===== config.mk =====
export PLATFORM = sky130hd
export DESIGN_NAME = mbr_mixer
export DESIGN_NICKNAME = d
export VERILOG_FILES = /design/src/core/mbr_pkg.sv /design/src/core/mbr_mixer.sv
export SDC_FILE = /design/constraint.sdc
export NUM_CORES = 2
export LEC_CHECK = 0
export ABC_AREA = 1
export BUFFER_PORTS_ARGS = -buffer_cell sky130_fd_sc_hd__buf_2
export CORE_ASPECT_RATIO = 1.4
export CORE_MARGIN = 2
export CORE_UTILIZATION = 45
export DETAILED_ROUTE_END_ITERATION = 8
export PLACE_DENSITY = 0.69
export SETUP_SLACK_MARGIN = 0.1
export SYNTH_ARGS = -nofsm -noshare
export SYNTH_HDL_FRONTEND = slang
export SYNTH_SLANG_ARGS = --single-unit

===== constraint.sdc =====
create_clock -name pclk -period 25.3 [get_ports pclk]
set_input_delay 3.795 -clock pclk [delete_from_list [all_inputs] [get_ports pclk]]
set_output_delay 3.795 -clock pclk [all_outputs]
set_load 0.05 [all_outputs]

===== src/core/mbr_pkg.sv =====
// Shared constants for the mixer and bus routing block
package mbr_pkg;
  // Sample and mixer geometry
  localparam int SW     = 16;  // Sample width
  localparam int NCH    = 4;   // Preamp 1, 2, virtual 1, 2
  localparam int NPRE   = 2;   // Preamp channels
  localparam int NAUX   = 2;   // Aux buses and aux returns
  localparam int NSRC   = 6;   // Input channels then aux returns
  localparam int NBUS   = 4;   // Monitor, aux 1, aux 2, cue
  localparam int NENT   = 24;  // Send entries, source * 4 + bus
  localparam int ACC_W  = 20;  // Bus accumulator width
  localparam int ADDR_W = 8;   // APB address width
  localparam int CTRL_W = 16;  // Control register width
  localparam int ENT_W  = 17;  // Send entry width

  // Register byte offsets
  localparam logic [ADDR_W-1:0] CTRL_OFF = 8'h00;
  localparam logic [ADDR_W-1:0] STAT_OFF = 8'h04;
  localparam logic [ADDR_W-1:0] TAB_BASE = 8'h40;
  localparam logic [ADDR_W-1:0] TAB_END  = 8'ha0;

  // Control register fields
  localparam int CB_LINE   = 0;   // Two bits, 1 selects line over mic
  localparam int CB_WET    = 2;   // Four bits, per-channel wet record
  localparam int CB_GAPPLY = 6;   // Global record setting applied
  localparam int CB_GWET   = 7;   // Global wet record value
  localparam int CB_HPCUE  = 8;   // Headphones take the cue bus
  localparam int CB_MONCUE = 9;   // Monitor outputs take the cue bus
  localparam int CB_MUTE   = 10;  // Monitor outputs muted
  localparam int CB_MONO   = 11;  // Monitor outputs mono-summed
  localparam int CB_AUXPRE = 12;  // Two bits, aux tap before fader
  localparam int CB_LINK   = 14;  // Two bits, stereo link per pair
  localparam logic [CTRL_W-1:0] CTRL_RST = 16'h0000;

  // Status register fields
  localparam int SB_INST = 0;  // Channel 1 on instrument jack
  localparam int SB_BUSY = 1;  // Mix frame in progress

  // Send entry fields and reset value
  localparam int TB_LVL  = 0;
  localparam int TB_PAN  = 8;
  localparam int TB_MUTE = 16;
  localparam logic [ENT_W-1:0] TAB_RST = 17'h080c0;

  // Bus numbers, step limits and pan weights
  localparam logic [1:0] BUS_MON  = 2'h0;
  localparam logic [1:0] BUS_AUX1 = 2'h1;
  localparam logic [1:0] BUS_AUX2 = 2'h2;
  localparam logic [1:0] BUS_CUE  = 2'h3;
  localparam logic [4:0] LAST_IDX = 5'h17;
  localparam logic [2:0] AUXRET0  = 3'h4;
  localparam logic [7:0] W_FULL   = 8'hff;
  localparam logic [7:0] W_NONE   = 8'h00;

  // Saturation limits
  localparam logic signed [ACC_W-1:0] ACC_MAX = 20'sh07fff;
  localparam logic signed [ACC_W-1:0] ACC_MIN = 20'shf8000;
  localparam logic signed [SW-1:0]    S_MAX   = 16'sh7fff;
  localparam logic signed [SW-1:0]    S_MIN   = 16'sh8000;

  // Mix engine states
  typedef enum {ST_IDLE, ST_RUN, ST_DONE} mbr_state_t;
endpackage : mbr_pkg


===== src/core/mbr_mixer.sv =====
// The placing of the registers and the APB slave port are this design's own decisions.
`timescale 1ns/100ps
// Functional notes
// [RULE1] Two preamp channels with selectable sources
// [RULE2] Mic/line changes only on explicit command
// [RULE3] Channel 1 follows instrument jack plug
// [RULE4] Virtual inputs take host playback samples
// [RULE5] Modelling slot plus insert chain per channel (the code has a modelling slot on preamp channels 1 and 2 only)
// [RULE6] Modelling slot precedes standard inserts
// [RULE7] Record tap after or before inserts
// [RULE8] Modelling slot always recorded; aux returns are not recorded, only mixed
// [RULE9] Per-channel record choice, global override
// [RULE10] Four stereo buses, level pan mute each
// [RULE11] Cue sends taken before fader and mute
// [RULE12] Linked pairs cue hard left/right
// [RULE13] Headphones carry monitor mix unless cue
// [RULE14] Monitor outputs may carry cue bus
// [RULE15] Aux post-fader default, pre selectable
// [RULE16] Exactly one stereo cue bus
// [RULE17] Inputs always summed to monitor unless muted
// [RULE18] Monitor mute and mono independent
// [RULE19] Bus sums saturate, never wrap
module mbr_mixer (
  // Clock and reset
  input  wire logic                       pclk,
  input  wire logic                       presetn,
  // APB slave
  input  wire logic [mbr_pkg::ADDR_W-1:0] paddr,
  input  wire logic                       psel,
  input  wire logic                       penable,
  input  wire logic                       pwrite,
  input  wire logic [31:0]                pwdata,
  output logic      [31:0]                prdata,
  output logic                            pready,
  output logic                            pslverr,
  // Frame strobe
  input  wire logic                       sample_tick,
  // Preamp sources and front panel
  input  wire logic signed [15:0]         mic_in [2],
  input  wire logic signed [15:0]         line_in [2],
  input  wire logic signed [15:0]         instrument_input,
  input  wire logic                       inst_plug,
  input  wire logic [1:0]                 panel_stb,
  input  wire logic [1:0]                 panel_line,
  // Host playback for virtual inputs
  input  wire logic signed [15:0]         virt_in [2],
  // Modelling slot
  input  wire logic [1:0]                 model_occupied,
  input  wire logic signed [15:0]         model_ret [2],
  output logic signed [15:0]              model_send [2],
  // Insert chains and aux returns
  input  wire logic signed [15:0]         ins_ret [4],
  output logic signed [15:0]              ins_send [4],
  input  wire logic signed [15:0]         aux_ret_l [2],
  input  wire logic signed [15:0]         aux_ret_r [2],
  // Record feeds and bus outputs
  output logic signed [15:0]              rec_out [4],
  output logic signed [15:0]              aux_l [2],
  output logic signed [15:0]              aux_r [2],
  output logic signed [15:0]              mon_l,
  output logic signed [15:0]              mon_r,
  output logic signed [15:0]              hp_l,
  output logic signed [15:0]              hp_r
);

  // Scale a sample by an 8-bit gain of g/256
  function automatic logic signed [15:0] scale(input logic signed [15:0] s, input logic [7:0] g);
    logic signed [24:0] p;
    p = s * $signed({1'b0, g});
    return p[23:8];
  endfunction : scale

  // Clip an accumulator to sample range
  function automatic logic signed [15:0] sat(input logic signed [mbr_pkg::ACC_W-1:0] a);
    if (a > mbr_pkg::ACC_MAX)
      return mbr_pkg::S_MAX;
    else if (a < mbr_pkg::ACC_MIN)
      return mbr_pkg::S_MIN;
    else
      return a[15:0];
  endfunction : sat

  // Register state
  logic [mbr_pkg::CTRL_W-1:0] ctrl_q, ctrl_d;         // Control word
  logic [mbr_pkg::ENT_W-1:0]  tab_q [mbr_pkg::NENT];  // Send entries
  logic [mbr_pkg::ENT_W-1:0]  tab_d [mbr_pkg::NENT];
  logic [31:0]                prdata_q, prdata_d;     // Read data
  logic                       pready_q, pready_d;     // Access answer
  logic                       pslverr_q, pslverr_d;   // Unmapped answer
  logic                       wr_en;                  // Write completes now
  logic                       tab_hit;                // Address in table
  logic [4:0]                 tab_idx;                // Table entry index
  logic [mbr_pkg::ADDR_W-1:0] tab_off;                // Offset into table

  // Mix engine state
  mbr_pkg::mbr_state_t        st_q, st_d;
  logic [4:0]                 idx_q, idx_d;           // Step: source * 4 + bus
  logic signed [mbr_pkg::ACC_W-1:0] acc_q [mbr_pkg::NBUS][2];
  logic signed [mbr_pkg::ACC_W-1:0] acc_d [mbr_pkg::NBUS][2];
  logic signed [15:0]         smp_q [mbr_pkg::NSRC];  // Frame snapshot
  logic signed [15:0]         smp_d [mbr_pkg::NSRC];
  logic signed [15:0]         bus_sat [mbr_pkg::NBUS][2];

  // Output flops
  logic signed [15:0]         msend_q [2], msend_d [2];
  logic signed [15:0]         isend_q [4], isend_d [4];
  logic signed [15:0]         rec_q [4], rec_d [4];
  logic signed [15:0]         auxl_q [2], auxl_d [2];
  logic signed [15:0]         auxr_q [2], auxr_d [2];
  logic signed [15:0]         monl_q, monl_d, monr_q, monr_d;
  logic signed [15:0]         hpl_q, hpl_d, hpr_q, hpr_d;

  // Per-step datapath and frame helpers
  logic [2:0]                 si;                     // Source of step
  logic [1:0]                 bi;                     // Bus of step
  logic [mbr_pkg::ENT_W-1:0]  ent;                    // Entry of step
  logic [mbr_pkg::ENT_W-1:0]  fad;                    // Source fader entry
  logic signed [15:0]         sv;                     // Send after gain
  logic [7:0]                 wt_l, wt_r;             // Pan weights
  logic signed [15:0]         tl, tr;                 // Panned terms
  logic signed [15:0]         src [2];                // Selected preamp source
  logic signed [15:0]         pre [4];                // Pre-insert signal
  logic [3:0]                 eff_wet;                // Effective record choice
  logic signed [16:0]         msum;                   // Mono sum
  logic signed [15:0]         ml, mr;                 // Monitor output pair
  logic signed [16:0]         rsum [mbr_pkg::NAUX];   // Aux return pair sums

  // APB decode, control and table next values
  always_comb
  begin
    ctrl_d    = ctrl_q;
    tab_d     = tab_q;
    prdata_d  = 32'h0000_0000;
    pready_d  = 1'b0;
    pslverr_d = 1'b0;
    wr_en     = psel & penable & pready_q & pwrite;
    tab_off   = paddr - mbr_pkg::TAB_BASE;
    tab_idx   = tab_off[6:2];
    tab_hit   = (paddr >= mbr_pkg::TAB_BASE) && (paddr < mbr_pkg::TAB_END) && (paddr[1:0] == 2'h0);
    // Front panel source commands
    for (int c = 0; c < mbr_pkg::NPRE; c++)
      if (panel_stb[c])
        ctrl_d[mbr_pkg::CB_LINE + c] = panel_line[c];  // [RULE2]
    // Host writes take effect at the completing edge, over the panel
    if (wr_en && paddr == mbr_pkg::CTRL_OFF)
      ctrl_d = pwdata[mbr_pkg::CTRL_W-1:0];  // [RULE2]
    if (wr_en && tab_hit)
      tab_d[tab_idx] = pwdata[mbr_pkg::ENT_W-1:0];  // [RULE10]
    // Setup cycle prepares the one-cycle access answer
    if (psel && !penable)
    begin
      pready_d = 1'b1;
      if (paddr == mbr_pkg::CTRL_OFF)
        prdata_d = {16'h0000, ctrl_q};
      else if (paddr == mbr_pkg::STAT_OFF)
      begin
        prdata_d[mbr_pkg::SB_INST] = inst_plug;
        prdata_d[mbr_pkg::SB_BUSY] = (st_q != mbr_pkg::ST_IDLE);
      end
      else if (tab_hit)
        prdata_d = {15'h0000, tab_q[tab_idx]};
      else
        pslverr_d = 1'b1;
    end
  end

  // Register file flops
  always_ff @(posedge pclk or negedge presetn)
  begin
    if (!presetn)
    begin
      ctrl_q    <= mbr_pkg::CTRL_RST;  // [RULE13]
      tab_q     <= '{default: mbr_pkg::TAB_RST};
      prdata_q  <= 32'h0000_0000;
      pready_q  <= 1'b0;
      pslverr_q <= 1'b0;
    end
    else
    begin
      ctrl_q    <= ctrl_d;
      tab_q     <= tab_d;
      prdata_q  <= prdata_d;
      pready_q  <= pready_d;
      pslverr_q <= pslverr_d;
    end
  end

  // Source selection, record taps and one mix step
  always_comb
  begin
    for (int c = 0; c < mbr_pkg::NPRE; c++)
    begin
      src[c] = ctrl_q[mbr_pkg::CB_LINE + c] ? line_in[c] : mic_in[c];  // [RULE1]
      pre[c] = model_occupied[c] ? model_ret[c] : src[c];  // [RULE6] [RULE8]
    end
    if (inst_plug)
      src[0] = instrument_input;  // [RULE3]
    if (inst_plug && !model_occupied[0])
      pre[0] = instrument_input;  // [RULE3]
    for (int v = 0; v < 2; v++)
      pre[mbr_pkg::NPRE + v] = virt_in[v];  // [RULE4]
    for (int k = 0; k < mbr_pkg::NAUX; k++)
      rsum[k] = {aux_ret_l[k][15], aux_ret_l[k]} + {aux_ret_r[k][15], aux_ret_r[k]};
    for (int i = 0; i < mbr_pkg::NCH; i++)
      eff_wet[i] = ctrl_q[mbr_pkg::CB_GAPPLY] ? ctrl_q[mbr_pkg::CB_GWET] : ctrl_q[mbr_pkg::CB_WET + i];  // [RULE9]
    // One send term per step
    si  = idx_q[4:2];
    bi  = idx_q[1:0];
    ent = tab_q[idx_q];
    fad = tab_q[{si, 2'h0}];
    sv  = ent[mbr_pkg::TB_MUTE] ? 16'sh0000 : scale(smp_q[si], ent[mbr_pkg::TB_LVL +: 8]);  // [RULE17] [RULE11]
    if (bi == mbr_pkg::BUS_AUX1 || bi == mbr_pkg::BUS_AUX2)
    begin
      if (si >= mbr_pkg::AUXRET0)
        sv = 16'sh0000;  // Aux returns do not feed aux buses
      else if (!ctrl_q[mbr_pkg::CB_AUXPRE + int'(bi) - 1])
        sv = fad[mbr_pkg::TB_MUTE] ? 16'sh0000 : scale(sv, fad[mbr_pkg::TB_LVL +: 8]);  // [RULE15]
    end
    wt_l = mbr_pkg::W_FULL - ent[mbr_pkg::TB_PAN +: 8];
    wt_r = ent[mbr_pkg::TB_PAN +: 8];
    if (bi == mbr_pkg::BUS_CUE && si < mbr_pkg::AUXRET0 && ctrl_q[mbr_pkg::CB_LINK + int'(si[1])])
    begin
      wt_l = si[0] ? mbr_pkg::W_NONE : mbr_pkg::W_FULL;  // [RULE12]
      wt_r = si[0] ? mbr_pkg::W_FULL : mbr_pkg::W_NONE;  // [RULE12]
    end
    tl = scale(sv, wt_l);
    tr = scale(sv, wt_r);
    for (int b = 0; b < mbr_pkg::NBUS; b++)
      for (int k = 0; k < 2; k++)
        bus_sat[b][k] = sat(acc_q[b][k]);  // [RULE19]
    // Monitor output source, mono and mute
    ml = ctrl_q[mbr_pkg::CB_MONCUE] ? bus_sat[mbr_pkg::BUS_CUE][0] : bus_sat[mbr_pkg::BUS_MON][0];  // [RULE14]
    mr = ctrl_q[mbr_pkg::CB_MONCUE] ? bus_sat[mbr_pkg::BUS_CUE][1] : bus_sat[mbr_pkg::BUS_MON][1];  // [RULE14]
    msum = {ml[15], ml} + {mr[15], mr};
    if (ctrl_q[mbr_pkg::CB_MONO])
    begin
      ml = msum[16:1];  // [RULE18]
      mr = msum[16:1];
    end
    if (ctrl_q[mbr_pkg::CB_MUTE])
    begin
      ml = 16'sh0000;  // [RULE18]
      mr = 16'sh0000;
    end
  end

  // Mix engine next values
  always_comb
  begin
    st_d    = st_q;
    idx_d   = idx_q;
    acc_d   = acc_q;
    smp_d   = smp_q;
    msend_d = msend_q;
    isend_d = isend_q;
    rec_d   = rec_q;
    auxl_d  = auxl_q;
    auxr_d  = auxr_q;
    monl_d  = monl_q;
    monr_d  = monr_q;
    hpl_d   = hpl_q;
    hpr_d   = hpr_q;
    unique case (st_q)
      // Snapshot a frame and refresh sends and record feeds
      mbr_pkg::ST_IDLE:
        if (sample_tick)
        begin
          for (int c = 0; c < mbr_pkg::NPRE; c++)
            msend_d[c] = src[c];  // [RULE5]
          for (int i = 0; i < mbr_pkg::NCH; i++)
          begin
            isend_d[i] = pre[i];  // [RULE5] [RULE6]
            rec_d[i]   = eff_wet[i] ? ins_ret[i] : pre[i];  // [RULE7] [RULE8]
            smp_d[i]   = ins_ret[i];
          end
          for (int k = 0; k < mbr_pkg::NAUX; k++)
            smp_d[mbr_pkg::NCH + k] = rsum[k][16:1];  // [RULE8]
          acc_d = '{default: '0};
          idx_d = 5'h00;
          st_d  = mbr_pkg::ST_RUN;
        end
      // Accumulate one source into one bus per cycle
      mbr_pkg::ST_RUN:
      begin
        acc_d[bi][0] = acc_q[bi][0] + mbr_pkg::ACC_W'(tl);  // [RULE10] [RULE16]
        acc_d[bi][1] = acc_q[bi][1] + mbr_pkg::ACC_W'(tr);
        idx_d = idx_q + 5'h01;
        if (idx_q == mbr_pkg::LAST_IDX)
          st_d = mbr_pkg::ST_DONE;
      end
      // Publish clipped bus results
      mbr_pkg::ST_DONE:
      begin
        for (int k = 0; k < mbr_pkg::NAUX; k++)
        begin
          auxl_d[k] = bus_sat[k + 1][0];
          auxr_d[k] = bus_sat[k + 1][1];
        end
        monl_d = ml;
        monr_d = mr;
        hpl_d  = ctrl_q[mbr_pkg::CB_HPCUE] ? bus_sat[mbr_pkg::BUS_CUE][0] : bus_sat[mbr_pkg::BUS_MON][0];  // [RULE13]
        hpr_d  = ctrl_q[mbr_pkg::CB_HPCUE] ? bus_sat[mbr_pkg::BUS_CUE][1] : bus_sat[mbr_pkg::BUS_MON][1];  // [RULE13]
        st_d   = mbr_pkg::ST_IDLE;
      end
    endcase
  end

  // Mix engine flops
  always_ff @(posedge pclk or negedge presetn)
  begin
    if (!presetn)
    begin
      st_q    <= mbr_pkg::ST_IDLE;
      idx_q   <= 5'h00;
      acc_q   <= '{default: '0};
      smp_q   <= '{default: '0};
      msend_q <= '{default: '0};
      isend_q <= '{default: '0};
      rec_q   <= '{default: '0};
      auxl_q  <= '{default: '0};
      auxr_q  <= '{default: '0};
      monl_q  <= 16'sh0000;
      monr_q  <= 16'sh0000;
      hpl_q   <= 16'sh0000;
      hpr_q   <= 16'sh0000;
    end
    else
    begin
      st_q    <= st_d;
      idx_q   <= idx_d;
      acc_q   <= acc_d;
      smp_q   <= smp_d;
      msend_q <= msend_d;
      isend_q <= isend_d;
      rec_q   <= rec_d;
      auxl_q  <= auxl_d;
      auxr_q  <= auxr_d;
      monl_q  <= monl_d;
      monr_q  <= monr_d;
      hpl_q   <= hpl_d;
      hpr_q   <= hpr_d;
    end
  end

  // Ports from flops
  assign prdata     = prdata_q;
  assign pready     = pready_q;
  assign pslverr    = pslverr_q;
  assign model_send = msend_q;
  assign ins_send   = isend_q;
  assign rec_out    = rec_q;
  assign aux_l      = auxl_q;
  assign aux_r      = auxr_q;
  assign mon_l      = monl_q;
  assign mon_r      = monr_q;
  assign hp_l       = hpl_q;
  assign hp_r       = hpr_q;

  // Checks
  hp_source_a : assert property (@(posedge pclk) disable iff (!presetn)  // [RULE13]
    (st_q == mbr_pkg::ST_DONE && !ctrl_q[mbr_pkg::CB_HPCUE]) |=> hp_l == $past(bus_sat[0][0]))
    else $error("headphones not on monitor mix");
  mon_cue_a : assert property (@(posedge pclk) disable iff (!presetn)  // [RULE14]
    (st_q == mbr_pkg::ST_DONE && ctrl_q[11:9] == 3'h1) |=> mon_r == $past(bus_sat[3][1]))
    else $error("monitor not on cue bus");
  mon_mute_a : assert property (@(posedge pclk) disable iff (!presetn)  // [RULE18]
    (st_q == mbr_pkg::ST_DONE && ctrl_q[mbr_pkg::CB_MUTE]) |=> (mon_l == 16'sh0000 && mon_r == 16'sh0000))
    else $error("monitor mute failed");
  rec_wet_a : assert property (@(posedge pclk) disable iff (!presetn)  // [RULE7]
    (st_q == mbr_pkg::ST_IDLE && sample_tick && eff_wet[2]) |=> rec_out[2] == $past(ins_ret[2]))
    else $error("wet record tap wrong");
  rec_model_a : assert property (@(posedge pclk) disable iff (!presetn)  // [RULE8]
    (st_q == mbr_pkg::ST_IDLE && sample_tick && !eff_wet[0] && model_occupied[0])
      |=> rec_out[0] == $past(model_ret[0]))
    else $error("modelling slot not recorded");
  inst_jack_a : assert property (@(posedge pclk) disable iff (!presetn)  // [RULE3]
    (st_q == mbr_pkg::ST_IDLE && sample_tick && inst_plug) |=> model_send[0] == $past(instrument_input))
    else $error("instrument jack not selected");
  src_hold_a : assert property (@(posedge pclk) disable iff (!presetn)  // [RULE2]
    (!wr_en && panel_stb == 2'h0) |=> $stable(ctrl_q[1:0]))
    else $error("source changed without command");
  mix_clip_a : assert property (@(posedge pclk) disable iff (!presetn)  // [RULE19]
    (st_q == mbr_pkg::ST_DONE && acc_q[0][0] > mbr_pkg::ACC_MAX && !ctrl_q[mbr_pkg::CB_HPCUE])
      |=> hp_l == mbr_pkg::S_MAX)
    else $error("bus sum wrapped");
  glob_rec_a : assert property (@(posedge pclk) disable iff (!presetn)  // [RULE9]
    (st_q == mbr_pkg::ST_IDLE && sample_tick && ctrl_q[7:6] == 2'h1) |=> rec_out[3] == $past(virt_in[1]))
    else $error("global dry override ignored");

endmodule : mbr_mixer


==> Word level (Yosys, flattened, before mapping) <==
Cells that the tools add are included.
{ "word_totals": {"word_cells": 245, "latchBits": 0, "n_memories": 0, "romBits": 0, "ff_bits": 1039, "inputBits": 325, "out_inout_bits": 322, "ram_bits": 0} }
{ "classes": {"bitwise_logic": 8, "n_reduce_logical": 23, "n_addsub": 11, "div_mod_pow": 0, "n_lt_le_gt_ge": 29, "muxes": 97, "shifts": 0, "n_mul": 4, "eq_ne": 9} }
{ "op_table": {"columns": ["op", "count"], "rows": [
  ["2-to-1 mux 16 bit", 41],
  ["bitwise mux 408 bit", 1],
  ["bitwise mux 160 bit", 2],
  ["case mux 160 bit (2 select lines)", 1],
  ["binary-select mux 17 bit (select 5 bit)", 3],
  ["demux 40 bit (select 2 bit)", 2],
  ["greater-than comparator 20 x 16 -> 1 bit (second input constant)", 8],
  ["less-than comparator 20 x 16 -> 1 bit (second input constant)", 8],
  ["2-to-1 mux 160 bit", 1],
  ["2-to-1 mux 17 bit", 8],
  ["2-to-1 mux 32 bit", 4],
  ["2-to-1 mux 40 bit", 3],
  ["multiplier 16 x 9 -> 24 bit", 4],
  ["case mux 32 bit (3 select lines)", 1],
  ["demux 17 bit (select 5 bit)", 1],
  ["binary-select mux 40 bit (select 2 bit)", 1],
  ["adder 16 x 16 -> 17 bit", 3],
  ["binary-select mux 16 bit (select 3 bit)", 1],
  ["adder 20 x 16 -> 20 bit", 2],
  ["equality test 32 x 1 -> 1 bit (second input constant)", 1],
  ["equality test 32 x 2 -> 1 bit (second input constant)", 1],
  ["zero test 32 bit", 1],
  ["2-to-1 mux 8 bit", 4],
  ["nonzero test 32 bit", 1],
  ["39 further kinds", 78]
]} }

==> Longest topological paths before layout <==
{ "logic_depth": {"ltp_word": 16, "depth_mapped": 119, "ltp_nobuf": 111} }

==> Worst setup path after synthesis <==
OpenSTA, ideal clock, no wires.
{ "synth_timing": {"kind": "register to register", "start": "reg idx_q[0]", "end": "reg acc_q[18] in the netlist's numbering", "stages_incl_launch_ff": 114, "setup_ns": 0.143, "required_time_ns": 25.157, "setup_slack_ns": 7.776, "t_arrival_ns": 17.381, "synth_period_minus_slack_ns": 17.524, "n_path_buf": 9, "path_cell_list": "dfrtp_1 inv_2 buf_6 buf_6 buf_6 clkbuf_1 buf_2 clkbuf_1 clkbuf_1 clkbuf_1 o21ai_0 o211ai_1 nand3_1 nand2_1 nand2_1 nand2_1 clkbuf_1 nand2_1 [... 78 more ...] nor2_1 o21ai_0 nand2_1 nand2_1 nand2_1 a21oi_1 o21ai_0 a21oi_1 o21ai_0 a21oi_1 or2_2 nand2_1 a21oi_1 or2_2 nand2_1 a21oi_1 xor2_1 o22ai_1"} }
{ "synth_between": {"elab_chain_len": 16, "word_cells_on_any_way": 42, "cone_classes": "add/sub (5); mul (4); order compare (2); eq/ne (3); mux (22); bitwise (2); reduce/logical (4)"} }
{ "synth_rtl": {"columns": ["item", "line", "text"], "rows": [
  ["start: declaration", "mbr_mixer.sv:97", "logic [4:0] idx_q, idx_d;"],
  ["start signal: assignment", "mbr_mixer.sv:330", "idx_q <= idx_d;"],
  ["inverter 5 -> 6 bit (implied by the code)", "mbr_mixer.sv:209", "ent = tab_q[idx_q];"],
  ["binary-select mux 17 bit (select 5 bit)", "mbr_mixer.sv:209", null],
  ["2-to-1 mux 17 bit (implied by the code) (2 in series)", "mbr_mixer.sv:209", null],
  ["multiplier 16 x 9 -> 24 bit", "mbr_mixer.sv:69", "p = s * $signed({1'b0, g});"],
  ["2-to-1 mux 16 bit", "mbr_mixer.sv:211", "sv = ent[mbr_pkg::TB_MUTE] ? 16'sh0000 : scale(smp_q[si], ent[mbr_pkg::TB_LVL +: 8]);"],
  ["multiplier 16 x 9 -> 24 bit", "mbr_mixer.sv:69", null],
  ["2-to-1 mux 16 bit", "mbr_mixer.sv:217", "sv = fad[mbr_pkg::TB_MUTE] ? 16'sh0000 : scale(sv, fad[mbr_pkg::TB_LVL +: 8]);"],
  ["2-to-1 mux 16 bit", "mbr_mixer.sv:216", "else if (!ctrl_q[mbr_pkg::CB_AUXPRE + int'(bi) - 1])"],
  ["2-to-1 mux 16 bit", "mbr_mixer.sv:214", "if (si >= mbr_pkg::AUXRET0)"],
  ["2-to-1 mux 16 bit", "mbr_mixer.sv:212", "if (bi == mbr_pkg::BUS_AUX1 || bi == mbr_pkg::BUS_AUX2)"],
  ["multiplier 16 x 9 -> 24 bit", "mbr_mixer.sv:69", null],
  ["adder 20 x 16 -> 20 bit", "mbr_mixer.sv:285", "acc_d[bi][0] = acc_q[bi][0] + mbr_pkg::ACC_W'(tl);"],
  ["bitwise mux 160 bit", "mbr_mixer.sv:285", null],
  ["bitwise mux 160 bit (*)", "mbr_mixer.sv:286", "acc_d[bi][1] = acc_q[bi][1] + mbr_pkg::ACC_W'(tr);"],
  ["case mux 160 bit (2 select lines) (*)", "mbr_mixer.sv:263", "unique case (st_q)"],
  ["end signal: assignment", "mbr_mixer.sv:315", "acc_q <= '{default: '0};"],
  ["end signal: assignment", "mbr_mixer.sv:331", "acc_q <= acc_d;"],
  ["end: declaration", "mbr_mixer.sv:98", "logic signed [mbr_pkg::ACC_W-1:0] acc_q [mbr_pkg::NBUS][2];"]
]} }
Every way passes the cells marked *; elsewhere a longest branch is shown, timed or not. The select of a mux whose other input is x is not followed.
A chain may end at the register's enable or synchronous reset.

==> Worst setup path after layout <==
{ "layout_timing": {"start": "reg idx_q[0]", "end": "reg acc_q[58] in the netlist's numbering"} }
Same word-level chain as after synthesis.

==> out/summary.md <==
The run finished with clean final reports. For this run, the slowest stage of the critical path takes 0.78 ns. The logs give 21.43 ns for the worst endpoint data arrival time and 0.0485 ns for the worst clock skew on the final layout. The run gives 65,400 as the total number of vias. The proportion of synthesized area in mux cells works out to 0. For the core area, the log shows 0.153 sq mm. At the end of routability-driven placement, the weighted congestion stood at 1.02.

Synthesis inferred 994 register bits. The detail route stage leaves a number of antenna-violating nets equal to 0. In the routed design, unresolved DRC markers number 0. The detail-routed via count per cell works out to 5.77. For the floorplan die area, the log shows 0.157 sq mm. Synthesis handed over a netlist of 8,924 instances.

The final cycle utilization of the critical path was 0.823; the quantity of hold-fixing buffers added after cts was 0. The logs give 994 for the total clock sinks and 0 for the total setup violations reported at the end of the flow. The register area share after synthesis is 0.360, and the die height is 468 um. The tools report the final number of hold-violating endpoints as 0. The library cell appearing most often on the critical path was sky130_fd_sc_hd__nand2_1. The run gives 0.507 as the core utilization of the finished layout. The top cell types in the final layout, fill and taps aside, are sky130_fd_sc_hd__nand2_1 (2,046), sky130_fd_sc_hd__o21ai_0 (1,262), sky130_fd_sc_hd__inv_1 (1,110). Final wirelength: 276,000 um. The main flop type after synthesis was sky130_fd_sc_hd__dfrtp_1. After detailed routing, the average wire length per cell comes to 24.4 um. The synthesized area per cell came out at 7.77 sq um.

The complex-gate fraction of the synthesized area is 0.189, and the cell count after placement is 11,100. Relative to the synthesized area, the layout overhead comes to 12.0%. The area of the mapped netlist is 0.0693 sq mm. The global-route total usage across every layer is 0.346, and the maximum net fanout on the critical path is 131.

The simple-gate share of the synthesized area works out to 0.181. Post-cts resize count: 0. Adder-cell area share of the yosys netlist: 0.162.

TritonCTS built the clock tree. STA classifies the critical path startpoint as a flip-flop. Buffers added to address setup during post-CTS repair amount to 0. Most common cell after layout, fill and taps aside: sky130_fd_sc_hd__nand2_1. In this run the worst hold path is classified as reg2reg. The tools report the H-tree level count as 3. Combined area of the multi-input logic cells: 0.0382 sq mm. The tools report the clock tree root buffer cell as sky130_fd_sc_hd__clkbuf_16.

The tools report the setup total negative slack as 0 ns. The routed design could run at a clock period as short as 20.82 ns. The via count of the first global-routing pass was 64,800; the boundary pin count was 647. The count of warnings emitted by yosys is 0. Yosys mapped a number of flops with a built-in enable equal to 0. The final-report max-slew violation count was 0; the clock latency reported for the late side of the worst-skew pair was 0.79 ns.

The logs give 10,200 for the net count reported at finish and 0 for the total grt overflow. The detailed router's first-iteration violation count is 6,390, and the die boundary width is 336 um. The number of distinct library cells after synthesis came out at 69. The clock passes through at most 3 buffers. The worst setup path is captured at a flip-flop.

At the worst endpoint, the required time is 25.91 ns. Actual transition at the worst max-transition pin: 1.33 ns. The sequential cells in the finished layout cover a total of 0.0250 sq mm. For the wire length of the first global-routing pass, the log shows 407,000 um.

The normalized max-slew margin was 0.104. The run gives 53 as the number of antenna violations at the first check in global routing. The share of synthesized flip-flops with an asynchronous set or reset works out to 1.00. The slowest stage of the critical path is the sky130_fd_sc_hd__dfrtp_4 cell. Main combinational cell family by area after synthesis: compound AO/OA/AOI/OAI gates. Count of filler cells inserted in the layout: 14,900. Input and output buffers added on the ports amount to 616. The logs give 170 for the number of placement rows and 103 for the number of clock buffers inserted by TritonCTS. Setup repair after global routing left no endpoint under its margin.

The first TritonRoute pass finished after 6 iterations. The initial standard-cell utilization of the core was 0.453; the area share of xor/xnor cells in the synthesized design was 0.0156. The finished layout holds 11,300 standard cells, fillers aside. After legalization and detailed placement, the total HPWL measured 200,000 um. Share of post-route cells with drive strength above 1: 0.122. After clock tree synthesis, the clock-pin slew on the worst setup and hold paths is 0.06 ns.

Entering global routing, the biggest net connects 155 pins. Max-cap violations in this run came to 0. The worst setup path is of the reg2reg kind.

Static timing analysis puts the maximum clock frequency at 0.0480 GHz.
## layer usage
| metal | up-vias | global-route usage | part of all wire |
|---|---|---|---|
| met2 | 3261 | 0.577 | 0.47 |
| met4 | 48 | 0.279 | 0.093 |
| met1 | 31500 | 0.374 | 0.34 |
| li1 | 29600 | - | - |
| met3 | 967 | 0.0862 | 0.092 |
| met5 | - | 0 | 0.0011 |
## kinds of logic after synthesis
family,Yosys count
compound gates,2337
xor+xnor,123
fa+ha+maj,667
buf+inv,1676
flops,994
other cells,1
simple gates,3126
## synthesized netlist by cell type (all sizes together), types with 54 or more instances
master / number / area share
inv: 1135 / 0.061
buf: 107 / 0.0080
fa: 384 / 0.11
dfrtp: 922 / 0.33
xnor2: 54 / 0.0068
clkbuf: 420 / 0.023
ha: 283 / 0.051
o21ai: 1312 / 0.095
xor2: 69 / 0.0088
nor2: 602 / 0.033
o22ai: 105 / 0.0095
dfstp: 72 / 0.027
a22oi: 87 / 0.0095
nand2: 2084 / 0.11
o211ai: 171 / 0.019
nand3: 369 / 0.027
a21oi: 495 / 0.036
## final cells by class
class,count,share of cell area
Antenna cell,24,0.000773
Clock buffer,148,0.0390
Clock inverter,44,0.00826
Inverter,1149,0.0558
Multi-Input combinational cell,6268,0.491
Sequential cell,994,0.322
Tap cell,1978,0.0319
Timing Repair Buffer,730,0.0514
## stage by stage
| stage | hold slack [ns] | instance area (sq um) | worst slack, ns |
|---|---|---|---|
| 6_report | 0.476 | 77700 | 4.48 |
| 3_3_place_gp | 0.457 | 73900 | 5.05 |
| 3_5_place_dp | 0.459 | 73900 | 4.88 |
| 2_1_floorplan | 0.442 | 69400 | 7.78 |
| 4_1_cts | 0.477 | 77600 | 4.81 |
| 5_1_grt | 0.495 | 77600 | 3.12 |
## flip-flops by register name (all words and copies together) (netlist names), 17 cells and up
register    count
acc_q         160
aux_l          32
aux_r          32
ins_send       64
model_send     32
prdata         17
rec_out        64
smp_q          96
tab_q         408
## critical path: cells and delay by family, from the launching register on
kind / cells / cell delay (ns)
DFF: 1 / 0.78
AOI/OAI and AO/OA: 23 / 4.22
and+or+nand+nor: 44 / 4.42
adders and majority gates: 16 / 7.03
xor gates and xnor gates: 2 / 0.53
buffers and inverters: 17 / 3.12
## worst paths after layout
kind / startpoint / end / slack [ns] / depth (start not counted)
setup / recovery: idx_q[0] / acc_q[58] / 4.48 / 102
hold reg to reg: smp_q[72] / smp_q[72] / 0.48 / 2
min in group asynchronous: presetn / tab_q[231] / 3.13 / 1
setup reg to reg: idx_q[0] / acc_q[58] / 4.48 / 102
hold / removal: smp_q[72] / smp_q[72] / 0.48 / 2
max in group asynchronous: presetn / smp_q[25] / 18.29 / 5
Power is not shown: default switching activity piles up to over one toggle a cycle in this logic, so the estimate is an artifact.
